File: src/inc/ssc_pkg.sv
// Purpose: shared constants for the slow channel message scheduler
// Assumes: 32-bit apb data, one register per aligned word
// Notes:   ids, code tables and register layout live here only once
package ssc_pkg;
   // ------------------------------------------------------------
   // register offsets (byte addresses)
   // ------------------------------------------------------------
   localparam logic [11:0] OFS_CFG1  = 12'h000;   // sent_config_word_one
   localparam logic [11:0] OFS_CFG2  = 12'h004;   // sent_config_word_two
   localparam logic [11:0] OFS_CONTROL_WORD_ONE = 12'h008;   // control_word_one
   localparam logic [11:0] OFS_STAT  = 12'h00c;   // scheduler position, read only
   localparam logic [11:0] OFS_OEM0  = 12'h010;   // first of eight user code words
   // ------------------------------------------------------------
   // field positions and reset values
   // ------------------------------------------------------------
   localparam int CFG1_ESE_BIT   = 0;             // enhanced_serial_enable
   localparam int CFG1_REV_LSB   = 1;             // revision select, 2 bits
   localparam int CFG1_SID_BIT   = 3;             // sensor id select
   localparam int CFG1_TYPE_LSB  = 4;             // sensor type setting, 4 bits
   localparam int CFG2_PWMASK_BIT = 0;            // force pre-warning bit low
   localparam int CFG2_PWEN_BIT  = 1;             // pre-warning indication enable
   localparam int CONTROL_WORD_ONE_DIAG_BIT = 14;            // diagnostic-mode flag
   localparam logic [7:0]  CFG1_RST  = 8'h00;
   localparam logic [1:0]  CFG2_RST  = 2'h0;
   localparam logic        CONTROL_WORD_ONE_RST = 1'b0;
   localparam logic [11:0] OEM_RST   = 12'h000;
   // ------------------------------------------------------------
   // schedule and message ids
   // ------------------------------------------------------------
   localparam int N_FRAMES = 18;                  // frames per message
   localparam int N_MSG    = 18;                  // messages per cycle
   localparam int N_OEM    = 8;
   localparam logic [7:0] ID_DIAG = 8'h01;
   localparam logic [7:0] ID_TEMP = 8'h23;
   localparam logic [7:0] ID_VSUP = 8'h1c;
   localparam logic [7:0] ID_TYPE = 8'h03;
   localparam logic [7:0] ID_SID  = 8'h29;
   localparam logic [7:0] ID_MFR  = 8'h05;
   localparam logic [7:0] ID_REV  = 8'h06;
   localparam logic [3:0] ID_OEM_HI = 4'h9;       // 90h..97h
   localparam logic [7:0] MSG_ID [N_MSG] = '{ID_DIAG, ID_TEMP, ID_VSUP, ID_TYPE, ID_SID, ID_MFR, ID_REV,
      ID_DIAG, ID_TEMP, ID_VSUP, 8'h90, 8'h91, 8'h92, 8'h93, 8'h94, 8'h95, 8'h96, 8'h97};
   // ------------------------------------------------------------
   // data codes
   // ------------------------------------------------------------
   localparam logic [11:0] DIAG_OK     = 12'h000;
   localparam logic [11:0] DIAG_OOR_HI = 12'h001;
   localparam logic [11:0] DIAG_OOR_LO = 12'h002;
   localparam logic [11:0] DIAG_UNDERV = 12'h020;
   localparam logic [11:0] DIAG_OVERV  = 12'h021;
   localparam logic [11:0] DIAG_TEMP   = 12'h022;
   localparam logic [11:0] DIAG_SBE    = 12'h023;
   localparam logic [11:0] DIAG_RSV_LO = 12'h024;  // first reserved code below safety codes
   localparam logic [11:0] DIAG_SAFE_MIN = 12'h801;
   localparam logic [11:0] TYPE_CODE [16] = '{12'h051, 12'h052, 12'h053, 12'h054, 12'h055, 12'h056,
      12'h059, 12'h05a, 12'h062, 12'h063, 12'h064, 12'h066, 12'h000, 12'h000, 12'h000, 12'h000};
   localparam logic [11:0] REV_CODE [4] = '{12'h000, 12'h002, 12'h003, 12'h004};
   localparam logic [11:0] SID_CODE0 = 12'h000;
   localparam logic [11:0] SID_CODE1 = 12'hfff;
   localparam logic [11:0] TEMP_MAX  = 12'h0ff;
   localparam logic [11:0] VSUP_MAX  = 12'h1ff;
   // ------------------------------------------------------------
   // serial frame layout and crc
   // ------------------------------------------------------------
   localparam logic [6:0] START_PAT = 7'b1111110;  // bit 3, frames 1..7
   localparam logic       CFG_BIT   = 1'b1;        // 12-bit data, 8-bit id
   localparam logic [5:0] CRC_SEED  = 6'h15;
   localparam logic [5:0] CRC_POLY  = 6'h19;       // x^6+x^4+x^3+1
endpackage

File: src/logic/ssc_crc6.sv
// Purpose: six-bit crc over the 24 payload bits of one slow message
// Assumes: bits arrive msb first, one combinational pass
// Notes:   direct feed form, same result as the zero-augmented division
`timescale 1ns/100ps
`default_nettype none
module ssc_crc6
   import ssc_pkg::*;
(
   input  wire logic [23:0] crc_data,   // payload, first bit in msb
   output logic      [5:0]  crc_out     // remainder sent in frames 1..6
);
   // ------------------------------------------------------------
   // bitwise division
   // ------------------------------------------------------------
   always_comb begin
      logic [5:0] acc;
      logic       fb;
      acc = CRC_SEED;
      fb  = 1'b0;
      for (int i = 23; i >= 0; i--) begin
         fb  = acc[5] ^ crc_data[i];
         acc = {acc[4:0], 1'b0};
         if (fb) begin
            acc = acc ^ CRC_POLY;
         end
      end
      crc_out = acc;
   end
endmodule
`default_nettype wire

File: src/logic/ssc_diag_enc.sv
// Purpose: builds diagnostic status, safety error and sensor type codes
// Assumes: condition inputs are levels from the sensor core
// Notes:   pure combinational; the scheduler samples the codes per slot, any_warn per frame
`timescale 1ns/100ps
`default_nettype none
module ssc_diag_enc
   import ssc_pkg::*;
(
   input  wire logic        upper_range_limit,  // output above upper limit
   input  wire logic        lower_range_limit,  // output below lower limit
   input  wire logic        supply_under,       // supply below threshold
   input  wire logic        supply_over,        // supply above threshold
   input  wire logic        temp_high,          // chip temperature too high
   input  wire logic        mem_sbe,            // corrected single-bit error
   input  wire logic        diag_mode,          // control_word_one flag
   input  wire logic [10:0] check_fail,         // failed safety checks
   input  wire logic [3:0]  sensor_type,        // type setting
   output logic      [11:0] diag_code,          // diagnostic status data
   output logic      [11:0] type_code,          // sensor type data
   output logic             any_warn            // any pre-warning condition
);
   // ------------------------------------------------------------
   // code selection
   // ------------------------------------------------------------
   wire logic        safety_hit = diag_mode & (|check_fail);
   wire logic [11:0] safety_code = {diag_mode, check_fail};

   assign any_warn = upper_range_limit | lower_range_limit | supply_under |
                     supply_over | temp_high | mem_sbe;
   assign type_code = TYPE_CODE[sensor_type];

   // safety error wins; warnings in code order after it
   always_comb begin
      if (safety_hit) begin
         diag_code = safety_code;
      end else if (upper_range_limit) begin
         diag_code = DIAG_OOR_HI;
      end else if (lower_range_limit) begin
         diag_code = DIAG_OOR_LO;
      end else if (supply_under) begin
         diag_code = DIAG_UNDERV;
      end else if (supply_over) begin
         diag_code = DIAG_OVERV;
      end else if (temp_high) begin
         diag_code = DIAG_TEMP;
      end else if (mem_sbe) begin
         diag_code = DIAG_SBE;
      end else begin
         diag_code = DIAG_OK;
      end
   end
endmodule
`default_nettype wire

File: src/logic/ssc_scheduler.sv
// Purpose: slow channel message scheduler and serialiser with apb registers
// Assumes: frame_tick pulses once per sent frame, synchronous to pclk
// Notes:   drives status nibble bits 3..1; the fast channel is elsewhere
//
// Function
// - slow channel uses status bits 2, 3
// - one message spans 18 consecutive frames
// - enhanced format: 8-bit id, 12-bit data
// - fixed cycle ids 01,23,1c,03,29,05,06,01,23,1c
// - positions 11-18 send user codes 90h-97h
// - diag 000 normal, 001 high, 002 low
// - diag 020-023 voltage, temperature, memory error
// - warnings set status bit 1 when enabled
// - safety codes 801-fff, 024-800 never sent
// - safety bit 11 mirrors diagnostic-mode flag
// - safety bits 10..6 flag listed checks
// - safety bits 5..0 flag listed checks
// - type settings 0-7 map to 051-05a
// - type settings 8-b map 062-066, rest 000
// - cycle runs only when serial enable set
// - temperature message carries 8-bit value
// - supply message carries 9-bit value
// - mask bit forces pre-warning bit low
`timescale 1ns/100ps
`default_nettype none
module ssc_scheduler
   import ssc_pkg::*;
#(
   parameter logic [11:0] MFR_CODE = 12'h0a5    // arbitrary value
)(
   input  wire logic        pclk,                // bus and block clock
   input  wire logic        presetn,             // async reset, active low
   input  wire logic        psel,
   input  wire logic        penable,
   input  wire logic        pwrite,
   input  wire logic [11:0] paddr,
   input  wire logic [31:0] pwdata,
   output logic      [31:0] prdata,
   output logic             pready,
   output logic             pslverr,
   input  wire logic        frame_tick,          // one pulse per frame start
   input  wire logic        upper_range_limit,
   input  wire logic        lower_range_limit,
   input  wire logic        supply_under,
   input  wire logic        supply_over,
   input  wire logic        temp_high,
   input  wire logic        mem_sbe,
   input  wire logic [10:0] check_fail,
   input  wire logic [7:0]  temperature,         // 8-bit temperature sample
   input  wire logic [8:0]  supply_level,        // 9-bit supply sample
   output logic             status_bit3,         // serial message bit 3
   output logic             status_bit2,         // serial data bit 2
   output logic             status_bit1          // pre-warning bit
);
   // ------------------------------------------------------------
   // registers and state
   // ------------------------------------------------------------
   logic [7:0]  cfg1;                 // sent_config_word_one
   logic [1:0]  cfg2;                 // sent_config_word_two
   logic        diag_flag;            // control_word_one diagnostic mode
   logic [11:0] oem [N_OEM];          // user code words
   logic [4:0]  msg_idx;              // message position 0..17
   logic [4:0]  frame_idx;            // frame position 0..17
   logic [17:0] sh3;                  // bit 3 pattern, bit 16 goes next
   logic [17:0] sh2;                  // bit 2 pattern, bit 16 goes next
   logic [11:0] data_q;               // data value held for the slot

   // ------------------------------------------------------------
   // apb decode
   // ------------------------------------------------------------
   wire logic        acc_ph  = psel & penable;                // access phase
   wire logic        wr_go   = acc_ph & pwrite & pready;      // completing write
   wire logic        hit_c1  = (paddr == OFS_CFG1);
   wire logic        hit_c2  = (paddr == OFS_CFG2);
   wire logic        hit_ct  = (paddr == OFS_CONTROL_WORD_ONE);
   wire logic        hit_st  = (paddr == OFS_STAT);
   wire logic        hit_oem = (paddr >= OFS_OEM0) && (paddr < OFS_OEM0 + 12'h020) && (paddr[1:0] == 2'b00);
   wire logic [2:0]  oem_sel = 3'((paddr - OFS_OEM0) >> 2);
   wire logic        mapped  = hit_c1 | hit_c2 | hit_ct | hit_st | hit_oem;
   wire logic        ese     = cfg1[CFG1_ESE_BIT];
   wire logic        pw_en   = cfg2[CFG2_PWEN_BIT];
   wire logic        pw_mask = cfg2[CFG2_PWMASK_BIT];
   wire logic [31:0] next_prdata;

   // read mux; unmapped reads return zero with an error
   assign next_prdata = hit_c1  ? {24'h000000, cfg1} :
                        hit_c2  ? {30'h00000000, cfg2} :
                        hit_ct  ? (32'(diag_flag) << CONTROL_WORD_ONE_DIAG_BIT) :
                        hit_st  ? {21'h000000, ese, 5'(msg_idx), 5'(frame_idx)} :
                        hit_oem ? {20'h00000, oem[oem_sel]} : 32'h00000000;

   // one wait state: pready rises in the second access cycle
   always_ff @(posedge pclk or negedge presetn) begin
      if (!presetn) begin
         pready  <= 1'b0;
         pslverr <= 1'b0;
         prdata  <= 32'h00000000;
      end else begin
         pready  <= acc_ph & ~pready;
         pslverr <= acc_ph & ~pready & ~mapped;
         prdata  <= (acc_ph & ~pready & ~pwrite) ? next_prdata : 32'h00000000;
      end
   end

   // control words, written only on the completing edge
   always_ff @(posedge pclk or negedge presetn) begin
      if (!presetn) begin
         cfg1      <= CFG1_RST;
         cfg2      <= CFG2_RST;
         diag_flag <= CONTROL_WORD_ONE_RST;
      end else if (wr_go) begin
         if (hit_c1) begin
            cfg1 <= pwdata[7:0];
         end else if (hit_c2) begin
            cfg2 <= pwdata[1:0];
         end else if (hit_ct) begin
            diag_flag <= pwdata[CONTROL_WORD_ONE_DIAG_BIT];
         end
      end
   end

   // user code words, one per entry
   for (genvar g = 0; g < N_OEM; g++) begin : g_oem
      always_ff @(posedge pclk or negedge presetn) begin
         if (!presetn) begin
            oem[g] <= OEM_RST;
         end else if (wr_go && hit_oem && (oem_sel == 3'(g))) begin
            oem[g] <= pwdata[11:0];
         end
      end
   end

   // ------------------------------------------------------------
   // message content
   // ------------------------------------------------------------
   logic [11:0] diag_code;
   logic [11:0] type_code;
   logic        any_warn;
   logic [5:0]  crc;
   logic [23:0] crc_in;

   ssc_diag_enc u_enc (
      .upper_range_limit (upper_range_limit),
      .lower_range_limit (lower_range_limit),
      .supply_under      (supply_under),
      .supply_over       (supply_over),
      .temp_high         (temp_high),
      .mem_sbe           (mem_sbe),
      .diag_mode         (diag_flag),
      .check_fail        (check_fail),
      .sensor_type       (cfg1[CFG1_TYPE_LSB +: 4]),
      .diag_code         (diag_code),
      .type_code         (type_code),
      .any_warn          (any_warn)
   );

   // reserved band 024h..800h must never reach the slot
   diag_range_a: assert property (@(posedge pclk) disable iff (!presetn)
      (diag_code < DIAG_RSV_LO) || (diag_code >= DIAG_SAFE_MIN))
      else $error("diagnostic code in reserved band");
   // a safety code implies the diagnostic-mode flag
   safe_mode_a: assert property (@(posedge pclk) disable iff (!presetn)
      diag_code >= DIAG_SAFE_MIN |-> diag_flag)
      else $error("safety code without diagnostic mode");

   wire logic [7:0]  cur_id = MSG_ID[msg_idx];
   wire logic [11:0] cur_data =
      (cur_id == ID_DIAG) ? diag_code :
      (cur_id == ID_TEMP) ? {4'h0, temperature} :
      (cur_id == ID_VSUP) ? {3'h0, supply_level} :
      (cur_id == ID_TYPE) ? type_code :
      (cur_id == ID_SID)  ? (cfg1[CFG1_SID_BIT] ? SID_CODE1 : SID_CODE0) :
      (cur_id == ID_MFR)  ? MFR_CODE :
      (cur_id == ID_REV)  ? REV_CODE[cfg1[CFG1_REV_LSB +: 2]] :
      (cur_id[7:4] == ID_OEM_HI) ? oem[cur_id[2:0]] : 12'h000;

   // frame layout: bit 3 carries start, config, id; bit 2 crc then data
   wire logic [17:0] pat3 = {START_PAT, CFG_BIT, cur_id[7:4], 1'b0, cur_id[3:0], 1'b0};
   wire logic [17:0] pat2 = {crc, cur_data};

   // crc covers frames 7..18, bit 3 before bit 2 in each frame
   for (genvar j = 0; j < 12; j++) begin : g_crc
      assign crc_in[2*j+1] = pat3[j];
      assign crc_in[2*j]   = cur_data[j];
   end

   ssc_crc6 u_crc (
      .crc_data (crc_in),
      .crc_out  (crc)
   );

   // ------------------------------------------------------------
   // frame and message sequencing
   // ------------------------------------------------------------
   wire logic       last_frame = (frame_idx == 5'(N_FRAMES - 1));
   wire logic       last_msg   = (msg_idx == 5'(N_MSG - 1));
   wire logic [4:0] next_frame = last_frame ? 5'd0 : frame_idx + 5'd1;
   wire logic [4:0] next_msg   = last_msg ? 5'd0 : msg_idx + 5'd1;
   wire logic       slot_start = frame_tick & ese & (frame_idx == 5'd0);

   // positions restart at message 1 whenever the channel is off
   always_ff @(posedge pclk or negedge presetn) begin
      if (!presetn) begin
         frame_idx <= 5'd0;
         msg_idx   <= 5'd0;
      end else if (!ese) begin
         frame_idx <= 5'd0;
         msg_idx   <= 5'd0;
      end else if (frame_tick) begin
         frame_idx <= next_frame;
         msg_idx   <= last_frame ? next_msg : msg_idx;
      end
   end

   // load a whole message at slot start so content cannot tear
   always_ff @(posedge pclk or negedge presetn) begin
      if (!presetn) begin
         sh3    <= 18'h00000;
         sh2    <= 18'h00000;
         data_q <= 12'h000;
      end else if (!ese) begin
         sh3 <= 18'h00000;
         sh2 <= 18'h00000;
      end else if (slot_start) begin
         sh3    <= pat3;
         sh2    <= pat2;
         data_q <= cur_data;
      end else if (frame_tick) begin
         sh3 <= {sh3[16:0], 1'b0};
         sh2 <= {sh2[16:0], 1'b0};
      end
   end

   // status outputs change only at frame start
   always_ff @(posedge pclk or negedge presetn) begin
      if (!presetn) begin
         status_bit3 <= 1'b0;
         status_bit2 <= 1'b0;
         status_bit1 <= 1'b0;
      end else if (frame_tick) begin
         status_bit3 <= ese & (slot_start ? pat3[17] : sh3[16]);
         status_bit2 <= ese & (slot_start ? pat2[17] : sh2[16]);
         status_bit1 <= pw_en & ~pw_mask & any_warn;
      end
   end

   // ------------------------------------------------------------
   // checks
   // ------------------------------------------------------------
   frame_wrap_a: assert property (@(posedge pclk) disable iff (!presetn)
      ese && frame_tick && last_frame |=> frame_idx == 5'd0)
      else $error("frame index did not wrap after 18 frames");
   msg_wrap_a: assert property (@(posedge pclk) disable iff (!presetn)
      ese && frame_tick && last_frame && last_msg |=> msg_idx == 5'd0)
      else $error("message index did not wrap after 18 messages");
   msg_step_a: assert property (@(posedge pclk) disable iff (!presetn)
      ese && frame_tick && !last_frame |=> $stable(msg_idx))
      else $error("message changed inside its slot");
   start_pat_a: assert property (@(posedge pclk) disable iff (!presetn)
      ese && slot_start |=> status_bit3 && sh3[16:11] == 6'b111110)
      else $error("start pattern missing on bit 3");
   hold_data_a: assert property (@(posedge pclk) disable iff (!presetn)
      ese && !slot_start && $past(ese) |=> $stable(data_q))
      else $error("slot data changed mid message");
   off_quiet_a: assert property (@(posedge pclk) disable iff (!presetn)
      !ese && frame_tick |=> !status_bit3 && !status_bit2)
      else $error("serial bits active while disabled");
   warn_mask_a: assert property (@(posedge pclk) disable iff (!presetn)
      pw_mask && frame_tick |=> !status_bit1)
      else $error("pre-warning bit set while masked");
   warn_set_a: assert property (@(posedge pclk) disable iff (!presetn)
      pw_en && !pw_mask && any_warn && frame_tick |=> status_bit1)
      else $error("pre-warning bit not raised");
   apb_pulse_a: assert property (@(posedge pclk) disable iff (!presetn)
      psel && penable && !pready |=> pready ##1 !pready)
      else $error("pready not a single wait state pulse");

   // ------------------------------------------------------------
   // content and parking checks
   // ------------------------------------------------------------
   // disabled channel waits at message 1, frame 1
   idle_park_a: assert property (@(posedge pclk) disable iff (!presetn)
      !ese |=> msg_idx == 5'd0 && frame_idx == 5'd0)
      else $error("schedule not parked while disabled");
   // status bits only move on a frame tick
   stat_hold_a: assert property (@(posedge pclk) disable iff (!presetn)
      !frame_tick |=> $stable(status_bit3) && $stable(status_bit2) && $stable(status_bit1))
      else $error("status bits changed between frames");
   // user code slots in ascending id order
   oem_order_a: assert property (@(posedge pclk) disable iff (!presetn)
      msg_idx >= 5'd10 |-> cur_id[7:4] == ID_OEM_HI && cur_id[2:0] == 3'(msg_idx - 5'd10))
      else $error("user code slot out of order");
   // upper data bits stay clear for 8-bit and 9-bit values
   temp_bits_a: assert property (@(posedge pclk) disable iff (!presetn)
      slot_start && cur_id == ID_TEMP |=> data_q[11:8] == 4'h0)
      else $error("temperature data wider than 8 bits");
   vsup_bits_a: assert property (@(posedge pclk) disable iff (!presetn)
      slot_start && cur_id == ID_VSUP |=> data_q[11:9] == 3'h0)
      else $error("supply data wider than 9 bits");
endmodule
`default_nettype wire

File: config.mk
export PLATFORM = sky130hd
export DESIGN_NAME = ssc_scheduler
export DESIGN_NICKNAME = d
export VERILOG_FILES = /design/src/inc/ssc_pkg.sv /design/src/logic/ssc_crc6.sv /design/src/logic/ssc_diag_enc.sv /design/src/logic/ssc_scheduler.sv
export SDC_FILE = /design/constraint.sdc
export NUM_CORES = 1
export LEC_CHECK = 0
export BUFFER_PORTS_ARGS = -buffer_cell sky130_fd_sc_hd__buf_2
export CORE_ASPECT_RATIO = 1.2
export CORE_UTILIZATION = 25
export DETAILED_ROUTE_END_ITERATION = 10
export GPL_TIMING_DRIVEN = 0
export PLACE_DENSITY_LB_ADDON = 0.05
export RECOVER_POWER = 25
export SLEW_MARGIN = 30
export SYNTH_ARGS = -nofsm -noshare
export SYNTH_HDL_FRONTEND = slang
export SYNTH_SLANG_ARGS = --single-unit
File: constraint.sdc
create_clock -name pclk -period 4.6 [get_ports pclk]
set_clock_uncertainty 0.05 [all_clocks]
set_input_delay 0.46 -clock pclk [delete_from_list [all_inputs] [get_ports pclk]]
set_output_delay 0.46 -clock pclk [all_outputs]
set_load 0.1 [all_outputs]
==> results.cfg <==
[status]
outcome = finished with violations
violations = capacitance limit, slew limit

[clock_tree]
clock_tree.root_cell = clkbuf_16
cts_max_level = 4
cts_tree = yes
clkSinkCount = 168
clockBufferDepth = 2
clk_pin_slew_ns = 0.07
numCtsBuffers = 17
clk_latency_ns = 0.46

[timing]
finalWorstSetupSlack_ns = 0.101
setup-tns-final_ns = 0
slew_viol_final = 37
min_period_over_period_pct = 97.8
max_freq_ghz = 0.222
finalHoldViolCount = 0
final-setup-viol-count = 0
worstMarginPinSlew_ns = 2.57
hold-worst-slack_ns = 0.198
post-route-min-period_ns = 4.50
relSlewSlack_pct = -71.3

[place]
io_buffers = 77
dp_slack_ns = -0.904
place_hpwl_um = 30700
gp_congestion = 0.802
placed_area_um2 = 11800

[pwr]
ir_drop_v = 0.000279
power.share.clock_pct = 46.6
p_int_uw = 2390
p_sw_share_pct = 27.0
p_per_area_nw_per_um2 = 254
switching_power_uw = 886
power.leakage_uw = 0.00599
pwr-share-comb_pct = 8.3
seqPwrFrac_pct = 45.1

[synth]
ys_seq_elements = 168
syn_avg_cell_area_um2 = 10.7
synth_edf_count = 0
syn_area_um2 = 10600
synth_cell_types = 92
synth_flop_cell = dfrtp_1
yosysSeqAreaShare_pct = 39.8
yosysWarningCount = 0
postSynthCellCount = 982
async_flop_share_pct = 100

[worst_setup_path]
endpoint_kind = register
crit_required_ns = 4.90
crit_arrival_ns = 4.80
startpoint_type = register
crit_type = register to register
crit_path_max_fanout = 10

[finish]
final_cell_mix = 166 x dfrtp_1, 109 x mux2_2, 90 x buf_2, 79 x nand2_1, 51 x mux2i_1
drive_gt1_share_pct = 33.9
final_cell_area_um2 = 12900
fin_nets = 1226
num_antenna_cells = 0
area_growth_pct = 22.1
final_common_cell = dfrtp_1

[die]
io_pins = 121
die_w_um = 190
chipHeight_um = 227
initial_core_util_pct = 25.3
num_rows = 82
core_area_um2 = 41700
dieArea_um2 = 43000

[routing]
wirelength_um = 41600
via_per_inst = 4.96
drc = 0
drt_iter0_markers = 405
post_drt_wl_per_cell_um = 24.6
vias = 8372
detail-route-antenna-nets = 0
drtPass1Iterations = 4

[grt]
antenna_found_initial = 0
grt_usage_pct = 19.8
grt_first_pass_wirelength_um = 59900
overflow = 0
grt_pass1_vias = 8523
grt_max_degree = 74

[hold_path]
hp-class = input port to register

[flow_run]
maxCapViolations = 1
[flip-flops by register name (all words and copies together), names as in the netlist]
register	flops
diag_flag	1
prdata	13
sh2	17
oem	96
frame_idx	5
status_bit2	1
pslverr	1
pready	1
cfg2	2
sh3	16
msg_idx	5
status_bit1	1
status_bit3	1
cfg1	8
[critical path: stages, from the launching register on]
cell      delay (ns)
dfrtp_2         0.46
inv_2           0.12
ha_1            0.22
clkbuf_4        0.20
mux2i_4         0.26
a32oi_2         0.12
buf_6           0.21
or4_1           0.52
buf_2           0.19
nor2_2          0.14
or3_1           0.14
buf_6           0.15
o31ai_4         0.09
xor2_2          0.19
xnor3_1         0.44
xnor3_2         0.42
xnor2_1         0.17
o21ai_1         0.08
a22o_1          0.23
[power by group through the flow]
stage	clock network, uW	logic, uW	registers [uW]
6_report	1530	272	1480
5_1_grt	1630	292	1480
4_1_cts	1580	279	1480
3_5_place_dp	0	275	1510
3_3_place_gp	0	268	1510
2_1_floorplan	0	147	1510
[layout make-up]
type                            count  area, um^2
Tap cell                          546         683
Multi-Input combinational cell    725        6090
Fill cell                        4408       28800
Clock inverter                     11         138
Clock buffer                       21         460
Inverter                           20        77.6
Sequential cell                   168        4210
Timing Repair Buffer              111         717
Buffer                             87         504
[metrics by stage]
step                total power, uW  utilization [%]  std cells
floorplan                      1660                -       1000
finish                         3280             30.9       1689
global route                   3400             30.9       1689
global placement               1780             28.1       1623
detailed placement             1780             28.3       1627
CTS                            3340             30.2       1666
[cell families (layout without fill, tap and decap cells)]
| family | after synthesis | in the layout | share of synthesized area, % |
|---|---|---|---|
| AND/OR/NAND/NOR | 247 | 247 | 11.7 |
| AO/OA/AOI/OAI | 213 | 213 | 15.0 |
| multiplexers | 193 | 193 | 22.8 |
| flip-flops | 168 | 168 | 39.8 |
| buffers and inverters | 107 | 250 | 5.30 |
| XOR/XNOR | 41 | 41 | 3.95 |
| adder cells (fa/ha/maj) | 12 | 12 | 1.42 |
| other | 1 | 19 | 0.0355 |
[synth_stat cells (8+ instances only)]
| library cell | n | share of area [%] |
|---|---|---|
| mux4_2 | 26 | 5.5 |
| buf_4 | 21 | 1.5 |
| o211ai_1 | 9 | 0.64 |
| buf_2 | 8 | 0.38 |
| nor2b_1 | 14 | 0.83 |
| dfrtp_1 | 168 | 40 |
| a211oi_1 | 9 | 0.64 |
| xnor2_1 | 29 | 2.4 |
| a21oi_1 | 31 | 1.5 |
| nor2_1 | 50 | 1.8 |
| o22ai_1 | 8 | 0.47 |
| mux2_2 | 109 | 12 |
| a22o_1 | 9 | 0.75 |
| nor4_1 | 8 | 0.47 |
| nand3_1 | 20 | 0.95 |
| nor3_1 | 20 | 0.95 |
| a31oi_1 | 13 | 0.77 |
| clkbuf_1 | 41 | 1.5 |
| mux2i_1 | 53 | 5.0 |
| nand2_1 | 81 | 2.9 |
| o21ai_0 | 41 | 1.9 |
| and2_1 | 9 | 0.53 |
| inv_1 | 17 | 0.60 |
| ha_1 | 12 | 1.4 |
[final timing paths]
path	to	cells past startpoint	slack, ns	startpoint
max in group asynchronous	sh2[14]	2	1.74	presetn
setup reg to reg	sh2[16]	18	0.10	msg_idx[0]
setup / recovery	sh2[16]	18	0.10	msg_idx[0]
hold / removal	diag_flag	2	0.20	pwdata[14]
min in group asynchronous	sh3[12]	2	1.30	presetn
hold reg to reg	status_bit1	1	0.43	status_bit1
[metal layers]
metal / up-vias / GRT usage [%] / part of all wire (%)
met2: 176 / 35.2 / 52
met5: - / 0 / 0
met3: 50 / 2.99 / 3.3
met1: 4220 / 23.9 / 42
li1: 3926 / - / -
met4: 0 / 7.49 / 2.6
[what timing repair did]
action,4_1_cts,5_1_grt
pin swaps,3,7
buffers inserted,6,23
hold buffers,1,0
resized for setup,26,22
hold endpoints to repair,36,0
setup endpoints to repair,7,6
Note: power is estimated with default switching activity, not from simulation.
